`config.mk`:
```
export PLATFORM = sky130hd
export DESIGN_NAME = dua_grant_state_machine
export DESIGN_NICKNAME = d
export VERILOG_FILES = /design/src/hw/dua_pkg.sv /design/src/hw/dua_suspend_counter.sv /design/src/hw/dua_availability_signaller.sv /design/src/hw/dua_grant_state_machine.sv
export SDC_FILE = /design/constraint.sdc
export NUM_CORES = 1
export LEC_CHECK = 0
export BUFFER_PORTS_ARGS = -buffer_cell sky130_fd_sc_hd__buf_4
export CELL_PAD_IN_SITES_DETAIL_PLACEMENT = 1
export CELL_PAD_IN_SITES_GLOBAL_PLACEMENT = 1
export CORE_MARGIN = 5
export CORE_UTILIZATION = 45
export CTS_CLUSTER_SIZE = 20
export DETAILED_ROUTE_END_ITERATION = 10
export PLACE_DENSITY_LB_ADDON = 0.05
export SYNTH_ARGS = -nofsm -noshare
export SYNTH_HDL_FRONTEND = slang
export SYNTH_SLANG_ARGS = --single-unit
```
`constraint.sdc`:
```
create_clock -name ref_clk -period 6.9 [get_ports ref_clk]
set_clock_uncertainty 0.2 [all_clocks]
set_input_delay 0.345 -clock ref_clk [delete_from_list [all_inputs] [get_ports ref_clk]]
set_output_delay 0.345 -clock ref_clk [all_outputs]
set_load 0.01 [all_outputs]
```
`src/hw/dua_pkg.sv`:
```
// Operation
// - reset or clock mode not 3 holds suspended
// - receiver reset in mode 3 enters full
// - first zero selects expect, lowest channel wins
// - grant latches address, strobe; a grant from full also copies enables
// - load suspend count, decrement every byte in expect
// - underflow: interrupt, strobe off, suspended
// - seven ones: limited, strobe off, clear served bit of copy
// - frame recognised: expect moves to receive
// - end of frame: limited, strobe off, clear
// - limited monitors round copy and enable mask
// - zero in limited grants like full selection
// - n idle frames return to full selection
// - n zero skips limited selection
// - state readable in state register bits 7:5
// - carrier select picks monitor bit or command
// - available drives one or x0xx, blocked otherwise
// - busy states block all enabled channels but served channel
package dua_pkg;
  localparam int NCHAN = 32;
  localparam int AW = 4;
  localparam int DW = 8;
  localparam logic [3:0] OFS_ENABLE0 = 4'h0;
  localparam logic [3:0] OFS_ENABLE3 = 4'h3;
  localparam logic [3:0] OFS_SUSPEND = 4'h4;
  localparam logic [3:0] OFS_MODE = 4'h5;
  localparam logic [3:0] OFS_IDLE_N = 4'h6;
  localparam logic [3:0] OFS_STATE = 4'h7;
  localparam int MODE_CARRIER_BIT = 7;
  localparam int MODE_SIGNAL_EN_BIT = 6;
  localparam logic [1:0] ARB_CLOCK_MODE = 2'h3;
  localparam logic [7:0] RST_ENABLE = 8'h00;
  localparam logic [7:0] RST_SUSPEND = 8'hff;
  localparam logic [7:0] RST_MODE = 8'h00;
  localparam logic [7:0] RST_IDLE_N = 8'h00;
  localparam logic [2:0] BITS_PER_BYTE_M1 = 3'h7;
  localparam logic [2:0] ONES_ABORT_M1 = 3'h6;
  // state codes
  typedef enum logic [2:0] {
    ST_SUSPENDED = 3'b000,
    ST_FULL_SEL = 3'b001,
    ST_EXPECT = 3'b010,
    ST_RECEIVE = 3'b011,
    ST_LIMITED = 3'b100
  } dua_state_t;
  typedef struct packed {
    logic frame_tick;
    logic bit_valid;
    logic [31:0] bits;
  } dua_hwy_t;
  typedef struct packed {
    logic [1:0] clock_mode;
    logic rx_reset;
    logic frame_found;
    logic frame_end;
  } dua_rxev_t;
endpackage : dua_pkg

```
`src/hw/dua_suspend_counter.sv`:
```
`timescale 1ns/1ps
module dua_suspend_counter #(
  parameter int WIDTH = 8
) (
  input wire logic ref_clk,
  input wire logic rst,
  input wire logic load,
  input wire logic [WIDTH-1:0] load_value,
  input wire logic dec,
  output logic [WIDTH-1:0] count,
  output logic underflow
);
  if (WIDTH < 1 || WIDTH > 16)
  begin : g_chk
    $error("suspend counter width out of range");
  end
  logic [WIDTH-1:0] count_r;
  assign count = count_r;
  // a decrement at zero is the underflow; counter stays at zero
  assign underflow = dec && !load && (count_r == '0);
  always_ff @(posedge ref_clk)
  begin
    if (rst)
      count_r <= '0;
    else if (load)
      count_r <= load_value;
    else if (dec && count_r != '0)
      count_r <= count_r - WIDTH'(1);
  end
endmodule : dua_suspend_counter

```
`src/hw/dua_availability_signaller.sv`:
```
`timescale 1ns/1ps
module dua_availability_signaller (
  input wire logic ref_clk,
  input wire logic rst,
  input wire logic mode3,
  input wire dua_pkg::dua_state_t state,
  input wire logic [4:0] served,
  input wire logic [31:0] enable_mask,
  input wire logic [31:0] round_copy,
  input wire logic signal_en,
  input wire logic carrier_sel,
  input wire logic [31:0] cm_mr,
  input wire logic [31:0] cm_ci,
  output logic [31:0] mr_out,
  output logic [31:0] ci_out
);
  logic [31:0] avail;
  logic [31:0] managed;
  always_comb
  begin
    avail = '0;
    managed = '0;
    if (!signal_en)
    begin
      avail = enable_mask;
      managed = enable_mask;
    end
    else if (mode3)
    begin
      managed = enable_mask;
      case (state)
        dua_pkg::ST_FULL_SEL: avail = enable_mask;
        dua_pkg::ST_LIMITED: avail = enable_mask & round_copy;
        dua_pkg::ST_EXPECT, dua_pkg::ST_RECEIVE:
          avail = enable_mask & (32'h1 << served);
        default: managed = '0;
      endcase
    end
  end
  // monitor bit 1 or command bit 2 low means available
  always_ff @(posedge ref_clk)
  begin
    if (rst)
    begin
      mr_out <= '0;
      ci_out <= '0;
    end
    else
    begin
      mr_out <= carrier_sel ? ((managed & avail) | (~managed & cm_mr))
        : cm_mr;
      ci_out <= carrier_sel ? cm_ci
        : ((managed & ~avail) | (~managed & cm_ci));
    end
  end
endmodule : dua_availability_signaller

```
`src/hw/dua_grant_state_machine.sv`:
```
`timescale 1ns/1ps
module dua_grant_state_machine #(
  parameter int SCV_W = 8
) (
  input wire logic ref_clk,
  input wire logic rst,
  input wire logic [3:0] reg_addr,
  input wire logic [7:0] reg_wdata,
  input wire logic reg_wr,
  input wire logic reg_rd,
  output logic [7:0] reg_rdata,
  input wire dua_pkg::dua_hwy_t hwy,
  input wire dua_pkg::dua_rxev_t rx_ev,
  input wire logic [31:0] cm_mr,
  input wire logic [31:0] cm_ci,
  output logic [31:0] mr_out,
  output logic [31:0] ci_out,
  output logic rx_strobe,
  output logic rx_bit,
  output logic rx_bit_valid,
  output logic suspend_irq
);
  if (SCV_W != 8)
  begin : g_chk
    $error("suspend count width must match register width");
  end

  function automatic logic [4:0] lowest_set(input logic [31:0] v);
    logic [4:0] idx;
    idx = 5'h00;
    for (int i = 31; i >= 0; i--)
    begin
      if (v[i])
        idx = 5'(i);
    end
    return idx;
  endfunction : lowest_set

  dua_pkg::dua_state_t state_r;
  dua_pkg::dua_state_t state_nxt;
  logic [31:0] dce_r;
  logic [31:0] round_enable_copy_r;
  logic [7:0] scv_r;
  logic [7:0] amo_r;
  logic [7:0] idle_n_r;
  logic [7:0] idle_cnt_r;
  logic [4:0] chan_r;
  logic [2:0] ones_cnt_r;
  logic [2:0] bit_cnt_r;
  logic [7:0] rdata_r;
  logic strobe_r;
  logic rx_bit_r;
  logic rx_bit_valid_r;
  logic irq_r;
  logic mode3;
  logic active;
  logic [31:0] mon_mask;
  logic [31:0] req;
  logic [4:0] win;
  logic grant;
  logic served_bit;
  logic seventh_one;
  logic byte_done;
  logic underflow;
  logic [7:0] susp_count;
  logic [7:0] idle_cnt_nxt;
  dua_pkg::dua_state_t after_frame;

  assign mode3 = (rx_ev.clock_mode == dua_pkg::ARB_CLOCK_MODE);
  assign active = mode3 && !rx_ev.rx_reset;
  // full selection watches the whole mask, limited the mask anded with the round copy
  assign mon_mask = (state_r == dua_pkg::ST_LIMITED) ? (dce_r & round_enable_copy_r) : dce_r;
  assign req = ~hwy.bits & mon_mask;
  assign win = lowest_set(req);
  assign grant = hwy.bit_valid && (req != '0)
    && (state_r == dua_pkg::ST_FULL_SEL || state_r == dua_pkg::ST_LIMITED);
  assign served_bit = hwy.bits[chan_r];
  assign seventh_one = hwy.bit_valid && served_bit && (ones_cnt_r == dua_pkg::ONES_ABORT_M1);
  // one byte is four highway frames of two bits each
  assign byte_done = hwy.bit_valid && (state_r == dua_pkg::ST_EXPECT)
    && (bit_cnt_r == dua_pkg::BITS_PER_BYTE_M1);
  assign after_frame = (idle_n_r == 8'h00)
    ? dua_pkg::ST_FULL_SEL : dua_pkg::ST_LIMITED;
  assign idle_cnt_nxt = idle_cnt_r + 8'h01;

  always_comb
  begin
    state_nxt = state_r;
    if (!mode3)
      state_nxt = dua_pkg::ST_SUSPENDED;
    else if (rx_ev.rx_reset)
      state_nxt = dua_pkg::ST_FULL_SEL;
    else
    begin
      case (state_r)
        dua_pkg::ST_SUSPENDED: state_nxt = dua_pkg::ST_SUSPENDED;
        dua_pkg::ST_FULL_SEL:
          if (grant)
            state_nxt = dua_pkg::ST_EXPECT;
        dua_pkg::ST_LIMITED:
          if (grant)
            state_nxt = dua_pkg::ST_EXPECT;
          else if (hwy.frame_tick && idle_cnt_nxt >= idle_n_r)
            state_nxt = dua_pkg::ST_FULL_SEL;
        dua_pkg::ST_EXPECT:
          if (underflow)
            state_nxt = dua_pkg::ST_SUSPENDED;
          else if (seventh_one)
            state_nxt = after_frame;
          else if (rx_ev.frame_found)
            state_nxt = dua_pkg::ST_RECEIVE;
        dua_pkg::ST_RECEIVE:
          if (rx_ev.frame_end)
            state_nxt = after_frame;
        default: state_nxt = dua_pkg::ST_SUSPENDED;
      endcase
    end
  end

  always_ff @(posedge ref_clk)
  begin
    if (rst)
      state_r <= dua_pkg::ST_SUSPENDED;
    else
      state_r <= state_nxt;
  end

  always_ff @(posedge ref_clk)
  begin
    if (rst)
      chan_r <= 5'h00;
    else if (active && grant)
      chan_r <= win;
  end

  // round copy loaded on a grant from full, served bit dropped after a frame
  always_ff @(posedge ref_clk)
  begin
    if (rst)
      round_enable_copy_r <= '0;
    else if (active && grant && state_r == dua_pkg::ST_FULL_SEL)
      round_enable_copy_r <= dce_r;
    else if (active && (state_r == dua_pkg::ST_EXPECT || state_r == dua_pkg::ST_RECEIVE)
             && (state_nxt == dua_pkg::ST_LIMITED || state_nxt == dua_pkg::ST_FULL_SEL))
      round_enable_copy_r[chan_r] <= 1'b0;
  end

  always_ff @(posedge ref_clk)
  begin
    if (rst || state_r != dua_pkg::ST_EXPECT)
    begin
      ones_cnt_r <= 3'h0;
      bit_cnt_r <= 3'h0;
    end
    else if (hwy.bit_valid)
    begin
      ones_cnt_r <= served_bit ? ones_cnt_r + 3'h1 : 3'h0;
      bit_cnt_r <= bit_cnt_r + 3'h1;
    end
  end

  always_ff @(posedge ref_clk)
  begin
    if (rst || state_r != dua_pkg::ST_LIMITED)
      idle_cnt_r <= 8'h00;
    else if (hwy.frame_tick)
      idle_cnt_r <= idle_cnt_nxt;
  end

  always_ff @(posedge ref_clk)
  begin
    if (rst)
    begin
      strobe_r <= 1'b0;
      irq_r <= 1'b0;
      rx_bit_r <= 1'b0;
      rx_bit_valid_r <= 1'b0;
    end
    else
    begin
      strobe_r <= (state_nxt == dua_pkg::ST_EXPECT)
        || (state_nxt == dua_pkg::ST_RECEIVE);
      irq_r <= active && state_r == dua_pkg::ST_EXPECT && underflow;
      rx_bit_r <= served_bit;
      rx_bit_valid_r <= hwy.bit_valid && strobe_r;
    end
  end

  dua_suspend_counter #(
    .WIDTH(SCV_W)
  ) u_suspend (
    .ref_clk(ref_clk),
    .rst(rst),
    .load(active && grant),
    .load_value(scv_r),
    .dec(byte_done),
    .count(susp_count),
    .underflow(underflow)
  );

  dua_availability_signaller u_signal (
    .ref_clk(ref_clk),
    .rst(rst),
    .mode3(mode3),
    .state(state_r),
    .served(chan_r),
    .enable_mask(dce_r),
    .round_copy(round_enable_copy_r),
    .signal_en(amo_r[dua_pkg::MODE_SIGNAL_EN_BIT]),
    .carrier_sel(amo_r[dua_pkg::MODE_CARRIER_BIT]),
    .cm_mr(cm_mr),
    .cm_ci(cm_ci),
    .mr_out(mr_out),
    .ci_out(ci_out)
  );

  always_ff @(posedge ref_clk)
  begin
    if (rst)
    begin
      dce_r <= {4{dua_pkg::RST_ENABLE}};
      scv_r <= dua_pkg::RST_SUSPEND;
      amo_r <= dua_pkg::RST_MODE;
      idle_n_r <= dua_pkg::RST_IDLE_N;
    end
    else if (reg_wr)
    begin
      if (reg_addr <= dua_pkg::OFS_ENABLE3)
        dce_r[reg_addr[1:0]*8 +: 8] <= reg_wdata;
      if (reg_addr == dua_pkg::OFS_SUSPEND)
        scv_r <= reg_wdata;
      if (reg_addr == dua_pkg::OFS_MODE)
        amo_r <= reg_wdata;
      if (reg_addr == dua_pkg::OFS_IDLE_N)
        idle_n_r <= reg_wdata;
    end
  end

  always_ff @(posedge ref_clk)
  begin
    if (rst || !reg_rd)
      rdata_r <= 8'h00;
    else if (reg_addr <= dua_pkg::OFS_ENABLE3)
      rdata_r <= dce_r[reg_addr[1:0]*8 +: 8];
    else
    begin
      case (reg_addr)
        dua_pkg::OFS_SUSPEND: rdata_r <= scv_r;
        dua_pkg::OFS_MODE: rdata_r <= amo_r;
        dua_pkg::OFS_IDLE_N: rdata_r <= idle_n_r;
        dua_pkg::OFS_STATE: rdata_r <= {state_r, chan_r};
        default: rdata_r <= 8'h00;
      endcase
    end
  end

  assign reg_rdata = rdata_r;
  assign rx_strobe = strobe_r;
  assign rx_bit = rx_bit_r;
  assign rx_bit_valid = rx_bit_valid_r;
  assign suspend_irq = irq_r;
endmodule : dua_grant_state_machine

```
==> metrics.txt, run 1 <==
outcome finished, final reports clean; ys flop type dfxtp_1; largest family of logic cells by synthesized area simple AND/OR/NAND/NOR gates; Synth top area share 0.375; global-route wire length before repair 65,200 um; register bit total from synthesis 194; Max IR drop VDD 158 uV; worst-path fanout max 35; CTS tree built; R2R depth 11; final instance area 0.0127 mm^2; largest net degree at the start of global routing 104; nets 1,551; n_diodes 0; row cnt 55; CTS buffer count 17; Distinct cells, synth 68; Starting Density 0.457; core area 0.0226 mm^2; area grow syn2layout 22.8%; P_leak 4.67 nW; largest cells by area after synthesis dfxtp_1, a21oi_1, nand2_1; via density per instance between 6 and 7; placed cell area 0.0118 mm^2; busiest grt layer met2; post-synth net total approximately 1,400; Setup WS post-layout 2.04 ns; final max-slew violation count 0; die area 0.0261 mm^2; initial antenna violation count 0; # IOs 195; Setup crit start state_r[1]; mux contribution to synthesized area 0.0358; clk sink count approximately 190; Seq pwr share 0.472; CP Class flop to flop; Via Count 11,100; Synth Instances 1,262; PwrDens ~190 mW/mm^2; non-filler cells, final 1,708; GP Congestion 0.952; CTS root buffer clkbuf_16; met3 global-route usage 0.0487; Total Power 2.45 mW; area share of xor/xnor cells in the synthesized design 0.0178; post-place setup slack 2.30 ns; NetSw around 0.64 mW; port bufs between 150 and 200; share of the yosys chip area belonging to registers 0.375; Worst slew margin 0.123; WP data required 7.04 ns; Simple-Gate Fraction of Synth Area 0.249; Startpoint Class flop; GRT overflow 0; worst r2r dst round_enable_copy_r[29]; Tcrit/Tclk final 0.705; RSZ-0062 raised after global routing false; DR DRC count 0; met1 global-route usage 0.404; clock slew at reported path FFs about 0.080 ns; EDFF count, synth 0; Int Pwr 1.81 mW; Critical Path End Type flop; min Tclk post-route 4.86 ns; Synth Cell Area 0.0104 mm^2; Die W 162 um; Synth Area in Compound Gates 0.240; R2R Path Start state_r[1]; Setup violations, final 0; Sw Ratio 0.262; Worst Hold Class input port to flop; Synth Warn # 0; Fmax achieved between 0.2 and 0.25 GHz; combinational share of power 0.097; max-cap violations 0; total track usage 0.318; post-DP HPWL between 30,000 and 40,000 um; dominant cell type by area after synthesis dfxtp_1; Die Ht 162 um; H-tree levels 4; post-route ant nets 0; DR pass1 iterations 5; worst-margin pin slew around 1.3 ns; postcts setup bufs 0; final hold violations 0; met2 usage 0.523; routed length per instance 25.2 um; syn_area_per_cell 8.21 um^2; reg2reg setup slack around 2.0 ns; clock group share of total power 0.431; Util after Layout 0.562; layout cells sized above 1 0.186; drt total wl around 43,000 um; initial drt markers 1,043; worst hold slack 0.0177 ns; placed insts 1,646; crit path to round_enable_copy_r[29]; fraction of registers with async set/reset 0; setup TNS 0 ns; Skew-Pair Late Insertion Delay 0.44 ns; vias in the first global route ~11,000; Synth Area in Adders 0.0254; Arr. time, crit path 5.01 ns; clock tree buffer depth 2
==> worst max-delay path, stage by stage (launching register included) <==
cell	delay [ns]
dfxtp_1	1.20
buf_4	0.31
nor4b_1	0.08
o32ai_1	0.47
nor4_1	0.15
a41oi_2	0.36
nand3_1	0.64
buf_4	0.48
nor3_1	0.20
buf_4	0.28
a22oi_1	0.12
a41oi_1	0.26
==> cell families after synthesis <==
logic type,after synthesis
buf+inv,134
compound gates,365
mux,27
xor+xnor,21
simple gates,500
flops,194
fa+ha+maj,21
==> state kept, by name (all words and copies together) (netlist names), 3 cells and up <==
name	count
amo_r	8
ones_cnt_r	3
u_signal.mr_out	32
round_enable_copy_r	32
chan_r	5
scv_r	8
u_suspend.count	8
u_signal.ci_out	32
dce_r	32
bit_cnt_r	3
idle_n_r	8
reg_rdata	8
state_r	3
idle_cnt_r	8
==> cells in the mapped netlist (10+ instances only) <==
library cell	instances
dfxtp_1	194
nand2_1	173
a21oi_1	157
nand3_1	76
clkbuf_1	67
nor2_1	60
nor3_1	39
nor4b_1	37
a22oi_1	33
a311oi_1	33
a221oi_1	32
inv_1	29
and3_1	22
nand2b_1	22
ha_1	21
a41oi_1	19
mux2i_1	19
buf_2	14
nor4_1	14
o21ai_0	12
o32ai_1	12
xor2_1	12
a211oi_1	10
a31oi_1	10
and2_1	10
==> worst min path at each step <==
| stage | from | to | slack [ns] | depth (start not counted) |
|---|---|---|---|---|
| 6_report | reg_wdata[3] | amo_r[3] | 0.02 | 3 |
| 5_1_grt | reg_wdata[6] | idle_n_r[6] | 0.02 | 3 |
| 4_1_cts | reg_wdata[3] | amo_r[3] | 0.007 | 3 |
| 3_5_place_dp | amo_r[1] | amo_r[1] | 0.25 | 2 |
| 3_3_place_gp | amo_r[3] | amo_r[3] | 0.24 | 2 |
| 2_1_floorplan | rx_ev[2] | rx_strobe | 0.22 | 1 |
==> per-layer routing <==
metal,vias up,part of all wire
li1,5015,-
met1,5350,0.40
met2,565,0.47
met3,153,0.075
met4,0,0.057
met5,-,0
==> power groups by stage <==
| stage | logic (mW) | registers (mW) | clock network [mW] |
|---|---|---|---|
| 5_1_grt | 0.252 | 1.16 | 1.11 |
| 6_report | 0.237 | 1.15 | 1.06 |
| 3_5_place_dp | 0.219 | 1.18 | 0 |
| 3_3_place_gp | 0.215 | 1.18 | 0 |
| 2_1_floorplan | 0.0841 | 1.19 | 0 |
| 4_1_cts | 0.234 | 1.15 | 1.07 |
==> cells in the final DEF, fill, tap and decap left out, types with 4 or more instances in the layout <==
cell           Yosys  routed
xor2_1            12      12
buf_4              9     204
or2_2              5       5
a22oi_1           33      33
and2_1            10      10
dlygate4sd3_1      0      31
nor3b_1            4       4
o21ai_0           12      12
ha_1              21      21
a211oi_1          10      10
and3_1            22      22
nor4b_1           37      37
or3_1              5       5
nand2_1          173     173
o22ai_1            5       5
a211o_1            8       8
a31oi_1           10      10
o221ai_1           5       5
a311oi_1          33      33
inv_1             29      29
dfxtp_1          194     194
nor2_1            60      60
mux4_2             8       8
a221oi_1          32      32
nand2b_1          22      22
nand3_1           76      76
inv_8              0       5
nand3b_1           4       4
nor4_1            14      14
nor2b_1            9       9
mux2i_1           19      19
xnor2_1            9       9
a41oi_1           19      19
o32ai_1           12      12
o21bai_1           4       4
clkbuf_16          0      17
a21oi_1          157     155
nor3_1            39      39
==> what timing repair did <==
| item | CTS | global route |
|---|---|---|
| setup endpoints to repair | 0 | 0 |
| hold endpoints to repair | 32 | 0 |
| hold buffers | 31 | 0 |
| resized for setup | 0 | 0 |
==> cell type report <==
type                    count  area (um^2)
inverters                  29          109
flip-flops and latches    194         3880
multi-input cells         934         5910
clock buffers              17          425
clock inverters            14          190
repair buffers            235         1840
fillers                  2680         9920
well taps                 285          357
Power figures use the tool's default switching activity.
==> inputs of run 2 (changes only) <==
ABC_AREA = 1   (was not set)
CORE_UTILIZATION = 36   (was 45)
clock period = 3.93 ns   (was 6.9 ns; I/O delays follow)
==> metrics.txt, run 2 <==
Synth top cells by count o21ai_0, dfxtp_1, inv_1, nor2_1, a21oi_1; clock group share of total power 0.397 (-0.034); RSZ-0062 raised after global routing false; Setup WS post-layout 0.335 ns (-1.70 ns); post-DP HPWL 30,700 um (-0.60%); GP Congestion 0.897 (-5.8%); Setup violations, final 0 (unchanged); EDFF count, synth 0 (unchanged); met2 usage 0.415 (-0.108); CTS root buffer clkbuf_16; largest cells by area after synthesis dfxtp_1, o21ai_0, a21oi_1; fill cell count 3,536 (+32%); Worst Hold Class input port to flop; setup TNS 0 ns (unchanged); Synth Warn # 0 (unchanged); nets 1,820 (+17%); vias in the first global route 11,400 (+1.8%); met3 global-route usage 0.0409 (-0.00781); largest net degree at the start of global routing 78 (-25%); Int Pwr 3.13 mW (+74%); clk sink count 194 (unchanged); CTS tree built; Fmax achieved 0.278 GHz (+35%); worst-path fanout max 31 (-11%); Critical Path End Type flop; mux contribution to synthesized area 0 (-0.0358); post-synth net total 1,581 (+13%); worst hold slack 0.0303 ns (+0.0126 ns); Seq pwr share 0.469 (-0.003); # IOs 195 (unchanged); dominant cell type by area after synthesis dfxtp_1; Tcrit/Tclk final 0.915 (+0.210); NetSw 1.22 mW (+91%); combinational share of power 0.134 (+0.037); highest-count cells in the layout ignoring fill and taps buf_4, o21ai_0, dfxtp_1; register bit total from synthesis 194 (unchanged); drt total wl 42,100 um (-2.1%); PwrDens 325 mW/mm^2 (+69%); initial antenna violation count 0 (unchanged); busiest grt layer met2; via density per instance 5.42 (-16%); ys flop type dfxtp_1; Starting Density 0.366 (-0.0910); Arr. time, crit path 3.73 ns (-1.28 ns); global-route wire length before repair 64,200 um (-1.4%); Skew-Pair Late Insertion Delay 0.45 ns (about the same); worst-margin pin slew 1.04 ns (-0.270 ns); postcts setup bufs 0 (unchanged); port bufs 194 (unchanged); outcome finished, final reports clean; area share of xor/xnor cells in the synthesized design 0.0120 (-0.00578); Sw Ratio 0.280 (+0.0186); Via Count 11,200 (+1.3%); Synth Area in Adders 0.0257 (+0.000298); die area 0.0319 mm^2 (+22%); Worst slew margin 0.304 (+0.181); DR pass1 iterations 5 (unchanged); P_leak 5.71 nW (+22%); initial drt markers 768 (-26%); R2R depth 17 (+6); n_diodes 0 (unchanged); hold path depth 5 (+2); routed length per instance 20.3 um (-19%); area grow syn2layout 30.8%; largest family of logic cells by synthesized area compound AO/OA/AOI/OAI gates; met1 global-route usage 0.362 (-0.0418); Simple-Gate Fraction of Synth Area 0.164 (-0.0850); max-cap violations 0 (unchanged); final hold violations 0 (unchanged); row cnt 61 (+11%); syn_area_per_cell 7.10 um^2 (-13%); Synth top area share 0.379 (+0.00440); core area 0.0279 mm^2 (+23%); Startpoint Class flop; Synth Instances 1,441 (+14%); post-route ant nets 0 (unchanged); Max IR drop VDD 206 uV (+31%); WP data required 4.07 ns (-2.97 ns); Synth Area in Compound Gates 0.319 (+0.0796); CTS buffer count 17 (unchanged); layout cells sized above 1 0.167 (-0.0196); Die W 179 um (+10%); post-place setup slack 0.310 ns (-1.99 ns); GRT overflow 0 (unchanged); final max-slew violation count 0 (unchanged); clock tree buffer depth 2 (unchanged); fraction of registers with async set/reset 0 (unchanged); min Tclk post-route 3.59 ns (-1.27 ns); DR DRC count 0 (unchanged); Distinct cells, synth 50 (-26%); share of the yosys chip area belonging to registers 0.379 (+0.00440); clock slew at reported path FFs 0.07 ns (about the same); total track usage 0.259 (-0.0599); Die Ht 179 um (+10%); Synth Cell Area 0.0102 mm^2 (-1.2%); CP Class flop to flop; H-tree levels 4 (unchanged); commonest non-fill, non-tap cell in the layout buf_4; cell with the most instances after synthesis o21ai_0
==> run 2: cell count changes in the layout (fill, tap and decap cells not counted), sizes merged, moves of 25 or more <==
cell / delta
o21ai: +204
inv: +151
nor2: +117
dlygate4sd3: +52
nand3: -47
nor4b: -40
a311oi: -33
o311a: +28
o21bai: +25
==> run 2: final timing paths <==
check / start / to / slack, ns
max: state_r[0] / u_suspend.count[4] / 0.34
min: rx_ev[4] / suspend_irq / 0.03
max reg2reg: state_r[0] / u_suspend.count[4] / 0.34
min reg2reg: rx_strobe / rx_bit_valid / 0.25
==> run 2: through the flow <==
stage | utilization | instances | area (um^2) | power [mW]
after floorplan | - | 1441 | 10200 | 2.33
after global placement | 0.430 | 1956 | 12000 | 2.59
after detailed placement | 0.430 | 1956 | 12000 | 2.60
after CTS | 0.479 | 2070 | 13400 | 4.38
after global routing | 0.479 | 2070 | 13400 | 4.53
final | 0.479 | 2070 | 13400 | 4.35
==> run 2: cell type report <==
cell class / count / area (um^2) / area share
Multi-Input combinational cell: 989 / 5340 / 0.399
Sequential cell: 194 / 3880 / 0.290
Timing Repair Buffer: 294 / 2450 / 0.183
Inverter: 184 / 694 / 0.0519
Tap cell: 378 / 473 / 0.0353
Clock buffer: 20 / 447 / 0.0334
Clock inverter: 11 / 95.1 / 0.00710
==> run 2: kinds of logic (layout without fill, tap and decap cells) <==
logic type,count (synthesis),in the layout
adder cells (fa/ha/maj),21,21
AND/OR/NAND/NOR,411,411
XOR/XNOR,14,14
flip-flops,194,194
buffers and inverters,258,509
AO/OA/AOI/OAI,543,543
==> run 2: repair_timing <==
action | in CTS | in global routing
resized for setup | 0 | 2
hold buffers | 83 | 0
setup endpoints to repair | 0 | 2
endpoints found under the hold margin | 111 | 0
==> run 2: worst max-delay path: stages, from the launching register on <==
cell,delay [ns]
dfxtp_1,0.37
nor2_1,0.08
nand2_1,0.15
buf_4,0.34
o21ai_0,0.18
nand2_1,0.13
nor2_1,0.07
nand2_1,0.16
nor2_1,0.07
a21oi_1,0.17
inv_1,0.10
nor2_1,0.11
clkinv_1,0.09
nor2_1,0.43
inv_1,0.25
nand2_1,0.18
inv_1,0.13
a221oi_1,0.26
==> run 2: metal layers <==
layer / vias to the layer above / part of all wire
met5: - / 0
met4: 0 / 0.019
met3: 45 / 0.060
met2: 385 / 0.45
met1: 5398 / 0.48
li1: 5398 / -
==> run 2: power by group through the flow <==
| stage | sequential (mW) | clock [mW] | combinational, mW |
|---|---|---|---|
| after floorplan | 2.10 | 0 | 0.230 |
| after global placement | 2.09 | 0 | 0.508 |
| after detailed placement | 2.09 | 0 | 0.514 |
| after CTS | 2.04 | 1.76 | 0.581 |
| after global routing | 2.05 | 1.85 | 0.637 |
| final | 2.04 | 1.73 | 0.585 |
